<file path="src/tws_pkg.sv">
// Shared constants for the two-wire slave front end
package tws_pkg;
    // Bus addresses (8-bit form, bit 0 is read/write)
    localparam logic [7:0] ADDR_MAIN_FIXED = 8'hA2;
    localparam logic [7:0] ADDR_AUX        = 8'hA0;
    localparam logic [6:0] ADDR_HI_MASK    = 7'h7F;

    // Byte framing
    localparam logic [3:0] BIT_LAST_DATA   = 4'h8;
    localparam logic [3:0] BIT_ACK_DONE    = 4'h9;
    localparam logic [3:0] BIT_ZERO        = 4'h0;
    localparam int         BYTE_W          = 8;

    // Timing
    localparam int CLK_PERIOD_NS   = 20;
    localparam int READY_DELAY_US  = 1000;
    localparam int FRAME_PERIOD_US = 10000;
    localparam int READY_DELAY_CYC = (READY_DELAY_US * 1000) / CLK_PERIOD_NS;
    localparam int FRAME_CYC       = (FRAME_PERIOD_US * 1000) / CLK_PERIOD_NS;
    localparam int FILT_LEN        = 3;
    localparam int FIFO_DEPTH      = 16;

    typedef enum logic [2:0] {
        ST_IDLE      = 3'b000,
        ST_ADDR      = 3'b001,
        ST_WR        = 3'b010,
        ST_RD        = 3'b011,
        ST_WAIT_STOP = 3'b100
    } tws_state_e;
endpackage

</file>
<file path="src/tws_top.sv">
// Two-wire slave front end with power-up sequencing and conversion pacing
`timescale 1ns/10ps
module tws_top
    import tws_pkg::*;
#(
    parameter int READY_CYC = tws_pkg::READY_DELAY_CYC,
    parameter int FRAME_CYC = tws_pkg::FRAME_CYC,
    parameter int FIFO_D    = tws_pkg::FIFO_DEPTH
) (
    // Clock and reset
    input  wire logic                    core_clk_i,
    input  wire logic                    srst_i,
    // Two-wire pins
    input  wire logic                    scl_i,
    input  wire logic                    sda_i,
    output logic                         sda_o,
    output logic                         sda_oe_n_o,
    // Supply monitors and recall
    input  wire logic                    digital_por_threshold_i,
    input  wire logic                    analog_por_threshold_i,
    output logic                         recall_start_o,
    input  wire logic                    recall_done_i,
    // Address configuration
    input  wire logic                    address_source_select_i,
    input  wire logic [tws_pkg::BYTE_W-1:0] prog_addr_i,
    input  wire logic                    aux_address_enable_i,
    // Memory side
    output logic                         main_sel_o,
    output logic                         aux_sel_o,
    output logic                         read_mode_o,
    output logic                         write_mode_o,
    output logic                         standby_o,
    output logic                         rx_valid_o,
    output logic [tws_pkg::BYTE_W-1:0]   rx_data_o,
    input  wire logic                    rx_ready_i,
    input  wire logic [tws_pkg::BYTE_W-1:0] tx_data_i,
    output logic                         tx_next_o,
    // Conversions and flags
    output logic                         analog_ready_n_flag_o,
    input  wire logic                    vcc_conv_done_i,
    input  wire logic                    vcc_low_i,
    output logic                         supply_low_alarm_flag_o,
    output logic                         temp_conv_start_o,
    input  wire logic                    temp_conv_done_i,
    input  wire logic [2*tws_pkg::BYTE_W-1:0] temp_result_i,
    output logic [2*tws_pkg::BYTE_W-1:0] temp_value_o
);
    localparam int RW = $clog2(READY_CYC + 1);
    localparam int FW = $clog2(FRAME_CYC + 1);
    localparam logic [RW-1:0] READY_LAST = RW'(READY_CYC);
    localparam logic [FW-1:0] FRAME_LAST = FW'(FRAME_CYC - 1);
    // Analog monitor starts low, so no recall fires on reset release
    localparam logic [3:0]    PIN_IDLE   = 4'hE;

    function automatic logic [1:0] addr_hit(input logic [7:0] b, input logic [7:0] main_a, input logic aux_on);
        addr_hit = {(b[7:1] == main_a[7:1]), aux_on && (b[7:1] == ADDR_AUX[7:1])};
    endfunction

    logic [3:0]  filt;
    logic        scl_f;
    logic        sda_f;
    logic        dpor;
    logic        apor;
    logic        scl_d_ff;
    logic        sda_d_ff;
    logic        scl_rise;
    logic        scl_fall;
    logic        start_ev;
    logic        stop_ev;
    logic        por_ok;
    tws_state_e  state_ff;
    logic [3:0]  bit_cnt_ff;
    logic [7:0]  shift_ff;
    logic        sda_oe_n_ff;
    logic        mack_ff;
    logic        recalled_ff;
    logic        recall_busy_ff;
    logic [7:0]  main_addr;
    logic        aux_on;
    logic [1:0]  hit;
    logic        fifo_in_ready;
    logic        push_now;
    logic        mem_busy;
    logic        acc_begin;
    logic [RW-1:0] rdy_cnt_ff;
    logic [FW-1:0] frame_cnt_ff;
    logic        conv_pend_ff;

    // Pins and supply monitors arrive asynchronously
    tws_sync_filt #(.W(4), .FILT(FILT_LEN), .RST_VAL(PIN_IDLE)) u_sync (
        .core_clk_i (core_clk_i),
        .srst_i     (srst_i),
        .async_i    ({scl_i, sda_i, digital_por_threshold_i, analog_por_threshold_i}),
        .filt_o     (filt)
    );

    assign {scl_f, sda_f, dpor, apor} = filt;
    assign por_ok   = dpor;
    assign scl_rise = scl_f && !scl_d_ff;
    assign scl_fall = !scl_f && scl_d_ff;
    assign start_ev = scl_f && scl_d_ff && sda_d_ff && !sda_f;
    assign stop_ev  = scl_f && scl_d_ff && !sda_d_ff && sda_f;

    // Fixed default until recall, then programmed if selected
    assign main_addr = (address_source_select_i && recalled_ff) ? prog_addr_i : ADDR_MAIN_FIXED;
    assign aux_on    = aux_address_enable_i || !recalled_ff;
    assign hit       = addr_hit(shift_ff, main_addr, aux_on);
    assign push_now  = (state_ff == ST_WR) && scl_fall && (bit_cnt_ff == BIT_LAST_DATA);
    assign mem_busy  = read_mode_o || write_mode_o;
    // Access opening this cycle: keeps a conversion from starting with it
    assign acc_begin = (state_ff == ST_ADDR) && scl_fall && (bit_cnt_ff == BIT_LAST_DATA) && (hit != 2'b00)
                       && !start_ev && !stop_ev;

    tws_fifo #(.W(BYTE_W), .DEPTH(FIFO_D)) u_fifo (
        .core_clk_i  (core_clk_i),
        .srst_i      (srst_i),
        .in_valid_i  (push_now),
        .in_data_i   (shift_ff),
        .in_ready_o  (fifo_in_ready),
        .out_valid_o (rx_valid_o),
        .out_data_o  (rx_data_o),
        .out_ready_i (rx_ready_i)
    );

    always_ff @(posedge core_clk_i)
    begin
        if (srst_i)
        begin
            scl_d_ff <= 1'b1;
            sda_d_ff <= 1'b1;
        end
        else
        begin
            scl_d_ff <= scl_f;
            sda_d_ff <= sda_f;
        end
    end

    // Bus protocol engine
    always_ff @(posedge core_clk_i)
    begin
        if (srst_i || !por_ok)
        begin
            state_ff     <= ST_IDLE;
            bit_cnt_ff   <= BIT_ZERO;
            shift_ff     <= '0;
            sda_oe_n_ff  <= 1'b1;
            mack_ff      <= 1'b0;
            main_sel_o   <= 1'b0;
            aux_sel_o    <= 1'b0;
            read_mode_o  <= 1'b0;
            write_mode_o <= 1'b0;
            tx_next_o    <= 1'b0;
        end
        else
        begin
            tx_next_o <= 1'b0;
            if (start_ev)
            begin
                state_ff     <= ST_ADDR;
                bit_cnt_ff   <= BIT_ZERO;
                sda_oe_n_ff  <= 1'b1;
                main_sel_o   <= 1'b0;
                aux_sel_o    <= 1'b0;
                read_mode_o  <= 1'b0;
                write_mode_o <= 1'b0;
            end
            else if (stop_ev)
            begin
                state_ff     <= ST_IDLE;
                sda_oe_n_ff  <= 1'b1;
                main_sel_o   <= 1'b0;
                aux_sel_o    <= 1'b0;
                read_mode_o  <= 1'b0;
                write_mode_o <= 1'b0;
            end
            else
            begin
                case (state_ff)
                    ST_ADDR, ST_WR:
                    begin
                        if (scl_rise && bit_cnt_ff < BIT_LAST_DATA)
                        begin
                            shift_ff   <= {shift_ff[6:0], sda_f};
                            bit_cnt_ff <= bit_cnt_ff + 1'b1;
                        end
                        else if (scl_rise)
                            bit_cnt_ff <= BIT_ACK_DONE;
                        else if (scl_fall && bit_cnt_ff == BIT_LAST_DATA)
                        begin
                            if (state_ff == ST_ADDR && hit != 2'b00)
                            begin
                                sda_oe_n_ff  <= 1'b0;
                                main_sel_o   <= hit[1];
                                aux_sel_o    <= !hit[1];
                                read_mode_o  <= shift_ff[0];
                                write_mode_o <= !shift_ff[0];
                            end
                            else if (state_ff == ST_ADDR)
                                state_ff <= ST_IDLE;
                            else if (fifo_in_ready)
                                sda_oe_n_ff <= 1'b0;
                            else
                                state_ff <= ST_WAIT_STOP;
                        end
                        else if (scl_fall && bit_cnt_ff == BIT_ACK_DONE)
                        begin
                            bit_cnt_ff <= BIT_ZERO;
                            if (state_ff == ST_ADDR && read_mode_o)
                            begin
                                state_ff    <= ST_RD;
                                sda_oe_n_ff <= tx_data_i[7];
                                shift_ff    <= {tx_data_i[6:0], 1'b0};
                                tx_next_o   <= 1'b1;
                            end
                            else
                            begin
                                state_ff    <= ST_WR;
                                sda_oe_n_ff <= 1'b1;
                            end
                        end
                    end
                    ST_RD:
                    begin
                        if (scl_rise && bit_cnt_ff == BIT_LAST_DATA)
                        begin
                            bit_cnt_ff <= BIT_ACK_DONE;
                            mack_ff    <= !sda_f;
                        end
                        else if (scl_rise)
                            bit_cnt_ff <= bit_cnt_ff + 1'b1;
                        else if (scl_fall && bit_cnt_ff == BIT_LAST_DATA)
                            sda_oe_n_ff <= 1'b1;
                        else if (scl_fall && bit_cnt_ff == BIT_ACK_DONE)
                        begin
                            if (mack_ff)
                            begin
                                bit_cnt_ff  <= BIT_ZERO;
                                sda_oe_n_ff <= tx_data_i[7];
                                shift_ff    <= {tx_data_i[6:0], 1'b0};
                                tx_next_o   <= 1'b1;
                            end
                            else
                                state_ff <= ST_WAIT_STOP;
                        end
                        else if (scl_fall)
                        begin
                            sda_oe_n_ff <= shift_ff[7];
                            shift_ff    <= {shift_ff[6:0], 1'b0};
                        end
                    end
                    ST_WAIT_STOP:
                        sda_oe_n_ff <= 1'b1;
                    ST_IDLE:
                        sda_oe_n_ff <= 1'b1;
                    default:
                        state_ff <= ST_IDLE;
                endcase
            end
        end
    end

    // Open-drain: data flop only ever holds low
    always_ff @(posedge core_clk_i)
    begin
        sda_o      <= 1'b0;
        sda_oe_n_o <= (srst_i || !por_ok) ? 1'b1 : sda_oe_n_ff;
    end

    always_ff @(posedge core_clk_i)
    begin
        if (srst_i)
            standby_o <= 1'b1;
        else
            standby_o <= (state_ff == ST_IDLE) && !recall_busy_ff && !temp_conv_start_o;
    end

    // Recall once per digital power cycle
    always_ff @(posedge core_clk_i)
    begin
        if (srst_i || !por_ok)
        begin
            recalled_ff    <= 1'b0;
            recall_busy_ff <= 1'b0;
            recall_start_o <= 1'b0;
        end
        else
        begin
            recall_start_o <= apor && !recalled_ff && !recall_busy_ff && !recall_start_o;
            if (recall_start_o)
                recall_busy_ff <= 1'b1;
            if (recall_busy_ff && recall_done_i)
            begin
                recall_busy_ff <= 1'b0;
                recalled_ff    <= 1'b1;
            end
        end
    end

    // Ready flag: timed fall after analog threshold
    always_ff @(posedge core_clk_i)
    begin
        if (srst_i || !apor)
        begin
            rdy_cnt_ff            <= '0;
            analog_ready_n_flag_o <= 1'b1;
        end
        else if (rdy_cnt_ff == READY_LAST)
            analog_ready_n_flag_o <= 1'b0;
        else
            rdy_cnt_ff <= rdy_cnt_ff + 1'b1;
    end

    always_ff @(posedge core_clk_i)
    begin
        if (srst_i || !por_ok)
            supply_low_alarm_flag_o <= 1'b1;
        else if (vcc_conv_done_i)
            supply_low_alarm_flag_o <= vcc_low_i;
    end

    // Frame pacing; a due conversion waits out memory access
    always_ff @(posedge core_clk_i)
    begin
        if (srst_i || analog_ready_n_flag_o)
        begin
            frame_cnt_ff      <= '0;
            conv_pend_ff      <= 1'b1;
            temp_conv_start_o <= 1'b0;
        end
        else
        begin
            temp_conv_start_o <= conv_pend_ff && !mem_busy && !acc_begin;
            if (frame_cnt_ff == FRAME_LAST)
            begin
                frame_cnt_ff <= '0;
                conv_pend_ff <= 1'b1;
            end
            else
            begin
                frame_cnt_ff <= frame_cnt_ff + 1'b1;
                if (conv_pend_ff && !mem_busy && !acc_begin)
                    conv_pend_ff <= 1'b0;
            end
        end
    end

    always_ff @(posedge core_clk_i)
    begin
        if (srst_i)
            temp_value_o <= '0;
        else if (temp_conv_done_i)
            temp_value_o <= temp_result_i;
    end
endmodule

</file>
<file path="src/tws_sync_filt.sv">
// Two-flop synchroniser with stable-count glitch filter per bit
`timescale 1ns/10ps
module tws_sync_filt #(
    parameter int           W       = 2,
    parameter int           FILT    = 3,
    // Reset level per bit follows each input's idle state
    parameter logic [W-1:0] RST_VAL = '1
) (
    // Clock and reset
    input  wire logic         core_clk_i,
    input  wire logic         srst_i,
    // Async in, filtered out
    input  wire logic [W-1:0] async_i,
    output logic      [W-1:0] filt_o
);
    localparam int CW = $clog2(FILT + 1);
    localparam logic [CW-1:0] CNT_MAX = CW'(FILT);

    genvar g;
    generate
        for (g = 0; g < W; g++)
        begin : g_bit
            logic          meta_ff;
            logic          sync_ff;
            logic [CW-1:0] cnt_ff;
            logic          val_ff;

            always_ff @(posedge core_clk_i)
            begin
                if (srst_i)
                begin
                    meta_ff <= RST_VAL[g];
                    sync_ff <= RST_VAL[g];
                end
                else
                begin
                    meta_ff <= async_i[g];
                    sync_ff <= meta_ff;
                end
            end

            // Short pulses never reach the edge detectors
            always_ff @(posedge core_clk_i)
            begin
                if (srst_i)
                begin
                    cnt_ff <= '0;
                    val_ff <= RST_VAL[g];
                end
                else if (sync_ff == val_ff)
                    cnt_ff <= '0;
                else if (cnt_ff == CNT_MAX)
                begin
                    cnt_ff <= '0;
                    val_ff <= sync_ff;
                end
                else
                    cnt_ff <= cnt_ff + 1'b1;
            end

            assign filt_o[g] = val_ff;
        end
    endgenerate
endmodule

</file>
<file path="src/tws_fifo.sv">
// Flop-based FIFO with registered output stage
`timescale 1ns/10ps
module tws_fifo #(
    parameter int W     = 8,
    parameter int DEPTH = 16
) (
    // Clock and reset
    input  wire logic         core_clk_i,
    input  wire logic         srst_i,
    // Fill side
    input  wire logic         in_valid_i,
    input  wire logic [W-1:0] in_data_i,
    output logic              in_ready_o,
    // Drain side
    output logic              out_valid_o,
    output logic      [W-1:0] out_data_o,
    input  wire logic         out_ready_i
);
    localparam int AW = $clog2(DEPTH);
    localparam logic [AW:0] FULL_CNT = (AW+1)'(DEPTH);

    logic [W-1:0]  mem_ff [DEPTH];
    logic [AW-1:0] wr_ptr_ff;
    logic [AW-1:0] rd_ptr_ff;
    logic [AW:0]   cnt_ff;
    logic          out_valid_ff;
    logic [W-1:0]  out_data_ff;
    logic          push;
    logic          pop;

    assign in_ready_o  = (cnt_ff != FULL_CNT);
    assign push        = in_valid_i && in_ready_o;
    // Prefetch into the output stage whenever it is free
    assign pop         = (cnt_ff != '0) && (!out_valid_ff || out_ready_i);
    assign out_valid_o = out_valid_ff;
    assign out_data_o  = out_data_ff;

    always_ff @(posedge core_clk_i)
    begin
        if (push)
            mem_ff[wr_ptr_ff] <= in_data_i;
    end

    always_ff @(posedge core_clk_i)
    begin
        if (srst_i)
        begin
            wr_ptr_ff <= '0;
            rd_ptr_ff <= '0;
            cnt_ff    <= '0;
        end
        else
        begin
            if (push)
                wr_ptr_ff <= AW'((wr_ptr_ff + 1'b1) % DEPTH);
            if (pop)
                rd_ptr_ff <= AW'((rd_ptr_ff + 1'b1) % DEPTH);
            cnt_ff <= cnt_ff + {{AW{1'b0}}, push} - {{AW{1'b0}}, pop};
        end
    end

    always_ff @(posedge core_clk_i)
    begin
        if (srst_i)
        begin
            out_valid_ff <= 1'b0;
            out_data_ff  <= '0;
        end
        else if (pop)
        begin
            out_valid_ff <= 1'b1;
            out_data_ff  <= mem_ff[rd_ptr_ff];
        end
        else if (out_ready_i)
            out_valid_ff <= 1'b0;
    end
endmodule

</file>
<file path="config.mk">
export PLATFORM = sky130hd
export DESIGN_NAME = tws_top
export DESIGN_NICKNAME = d
export VERILOG_FILES = /design/src/tws_pkg.sv /design/src/tws_top.sv /design/src/tws_sync_filt.sv /design/src/tws_fifo.sv
export SDC_FILE = /design/constraint.sdc
export NUM_CORES = 1
export LEC_CHECK = 0
export BUFFER_PORTS_ARGS = -buffer_cell sky130_fd_sc_hd__buf_4
export CAP_MARGIN = 10
export CELL_PAD_IN_SITES_DETAIL_PLACEMENT = 0
export CELL_PAD_IN_SITES_GLOBAL_PLACEMENT = 1
export CORE_UTILIZATION = 45
export DETAILED_ROUTE_END_ITERATION = 8
export HOLD_SLACK_MARGIN = 0.05
export PLACE_DENSITY_LB_ADDON = 0.05
export SYNTH_ARGS = -nofsm -noshare
export SYNTH_HDL_FRONTEND = slang
export SYNTH_SLANG_ARGS = --single-unit
</file>
<file path="constraint.sdc">
create_clock -name core_clk_i -period 5.12 [get_ports core_clk_i]
set_clock_uncertainty 0.15 [all_clocks]
set_input_delay 0.768 -clock core_clk_i [delete_from_list [all_inputs] [get_ports core_clk_i]]
set_output_delay 0.768 -clock core_clk_i [all_outputs]
set_load 0.02 [all_outputs]
</file>
==> flow_metrics.py <==
metrics = {
    "yosys": {
        "yosysTopAreaCell": "edfxtp_1",
        "avgSynthCellArea_um2": 12.8,
        "synth_nets": 901,
        "synthDistinctLibCells": 70,
        "synth_top_cell_area_share_pct": 36.0,
        "ys_warn_count": 0,
        "synth_area_leaders": "edfxtp_1, dfxtp_1, mux4_2, nor2_1, mux2i_1",
        "ys_seq_area_share_pct": 59.6,
        "postSynthCellCount": 834,
        "async_reset_ff_share_pct": 0,
        "synth-main-ff-cell": "edfxtp_1",
        "synth_edf_count": 128,
        "ys_ff_latch": 254,
        "synth.cell_area_um2": 10700,
    },
    "place": {
        "io_buffers": 79,
        "dpl-instance-area_um2": 11500,
        "gp_congestion": 0.905,
        "pre_cts_slack_ns": 1.83,
        "hpwl_mm": 15.5,
        "place_inst": 1199,
    },
    "clock_network": {
        "cts_hold_buf": 0,
        "clock_sink_count": 254,
        "cts_buffers": 28,
        "cts_root_buffer": "clkbuf_16",
        "htree_levels": 1,
        "post_cts_resized": 0,
        "clkSlewWorstSetupHoldPaths_ns": 0.06,
        "post_cts_buffers": 0,
        "cts.path.max_buffers": 3,
        "cts_tree": "yes",
        "clock_latency_ns": 0.54,
    },
    "drt": {
        "wirelength_mm": 22.7,
        "first_pass_iters": 4,
        "antenna_left": 0,
        "drc": 0,
        "vias": 6741,
        "wl_per_cell_um": 18.1,
        "first_iter_violations": 362,
        "viasPerCell": 5.39,
    },
    "power": {
        "power.total_mw": 5.45,
        "irDropWorstVdd_mv": 0.199,
        "p_leak_nw": 4.51,
        "powerDensity_nw_per_um2": 434,
    },
    "timing": {
        "hold_viol_final": 0,
        "slew_viol_final": 0,
        "setup_violations": 0,
        "whs_ns": 0.270,
        "post-route-period-util_pct": 61.3,
        "worst_slew_pin_slew_ns": 0.973,
        "slew_headroom_pct": 35.2,
        "fmax_mhz": 319,
        "setup_ws_ns": 1.98,
        "rsz0062_at_grt": "false",
        "min_period_ns": 3.14,
        "final.setup.tns_ns": 0,
    },
    "floorplanning": {
        "fp.coreArea_um2": 23000,
        "io_pins": 82,
        "rows": 55,
        "die_y_um": 156,
        "die_area_um2": 24300,
        "initial_core_util_pct": 46.5,
        "die_w_um": 156,
    },
    "worst_setup_path": {
        "required_ns": 5.44,
        "endpoint_kind": "flop",
        "worst-path-max-fanout": 13,
        "worstPathCellList": "inv_1 -> ha_1 -> nor4b_1 -> nor2b_1 -> buf_4 -> ha_1 -> inv_1 -> ha_1 -> fa_1 -> a21oi_1 -> nor2_1 -> or3_1 -> a21oi_1",
        "crit_slowest_cell": "fa_1",
        "crit_family": "adder cells",
        "crit_path_frequent_cell": "ha_1",
        "cp.arrival_ns": 3.46,
        "crit_type": "reg2reg",
        "crit_buf_inv": 3,
        "cpPeakStageDelay_ns": 0.44,
        "start_kind": "flop",
    },
    "global_routing": {
        "grt_pass1_wl_mm": 36.3,
        "grt_start_max_net_pins": 56,
        "grt_pass1_vias": 6863,
        "grt_antenna_before_repair": 0,
        "overflow": 0,
        "grt_usage_pct": 19.3,
    },
    "hold_path": {
        "min_path_type": "reg2reg",
    },
    "finish": {
        "antennaDiodeCount": 0,
        "drive_gt1_share_pct": 22.1,
        "finalNonFillerCells": 1251,
        "area_growth_pct": 17.6,
        "final_nets": 983,
        "fin_area_um2": 12600,
        "fin_util_pct": 54.6,
    },
    "run_status": {
        "status": "completed",
    },
    "run": {
        "maxCapViolations": 0,
    },
}
## kinds of logic after synthesis
family	share of synthesized area (%)
multiplexers	12.2
buffers and inverters	2.57
adder cells (fa/ha/maj)	2.65
flip-flops	59.6
AO/OA/AOI/OAI	5.32
other	0.0351
AND/OR/NAND/NOR	14.0
XOR/XNOR	3.61
## worst reg2reg max path: stages (launching register included)
cell and delay (ns):
dfxtp_1 0.32, inv_1 0.08, ha_1 0.16, nor4b_1 0.34
nor2b_1 0.09, buf_4 0.21, ha_1 0.31, inv_1 0.04
ha_1 0.22, fa_1 0.44, a21oi_1 0.16, nor2_1 0.07
or3_1 0.35, a21oi_1 0.14
## registers in the layout (all words and copies together) (netlist names), 3 cells and up
register / flops
u_fifo.wr_ptr_ff: 4
state_ff: 3
u_sync.g_bit.val_ff: 4
u_sync.g_bit.meta_ff: 4
temp_value_o: 16
shift_ff: 8
u_fifo.rd_ptr_ff: 4
u_fifo.cnt_ff: 5
u_sync.g_bit.sync_ff: 4
u_fifo.mem_ff: 128
rdy_cnt_ff: 16
frame_cnt_ff: 19
u_sync.g_bit.cnt_ff: 8
bit_cnt_ff: 4
u_fifo.out_data_o: 8
## layer usage
layer	share of wire, %	GRT usage (%)	wire, µm
met4	3.4	6.86	766
met1	44	25.2	9920
met3	5.0	3.36	1130
met5	0	0	0
met2	48	32.1	10900
## synthesized netlist by cell type (15+ instances only)
cell type  number
a21oi_1        24
clkbuf_1       17
dfxtp_1       126
edfxtp_1      128
ha_1           21
inv_1          25
mux2i_1        40
mux4_2         40
nand2_1        41
nand3_1        19
nor2_1        121
nor3_1         15
o21ai_0        17
xnor2_1        17
xor2_1         27
## placed cells by master, fill, tap and decap left out, drive strengths merged, types with 4 or more instances in the layout
cell,n
mux4,40
nor2,122
ha,21
nand3,20
dfxtp,126
or3,14
mux2i,40
o21ai,17
or2,10
clkinv,10
edfxtp,128
nand2,42
and3,6
xor2,27
a211oi,10
a21oi,25
nor3,15
nor2b,10
nand2b,8
inv,26
nor4b,4
nor4,9
nand4,11
xnor2,17
nor4bb,4
buf,86
clkbuf,36
bufinv,5
## power by group
| group | switching (mW) | internal, mW | leakage, nW |
|---|---|---|---|
| clock network | 0.805 | 1.35 | 0.503 |
| logic | 0.369 | 0.467 | 1.80 |
| registers | 0.216 | 2.25 | 2.21 |
| total | 1.39 | 4.06 | 4.51 |
## final cells by class
cell class	count	area [µm²]
flip-flops and latches	254	6370
fillers	1963	10400
well taps	313	392
multi-input cells	520	4040
repair buffers	86	646
clock inverters	16	223
clock buffers	36	792
inverters	26	97.6
## worst paths after layout
path                           start                      end  slack, ns  cells past startpoint
max reg2reg         u_fifo.cnt_ff[2]         u_fifo.cnt_ff[4]       1.98                     13
min          u_sync.g_bit[1].meta_ff  u_sync.g_bit[1].sync_ff       0.27                      1
min reg2reg  u_sync.g_bit[1].meta_ff  u_sync.g_bit[1].sync_ff       0.27                      1
max                 u_fifo.cnt_ff[2]         u_fifo.cnt_ff[4]       1.98                     13
No activity file was read; power rests on OpenSTA's default activity.
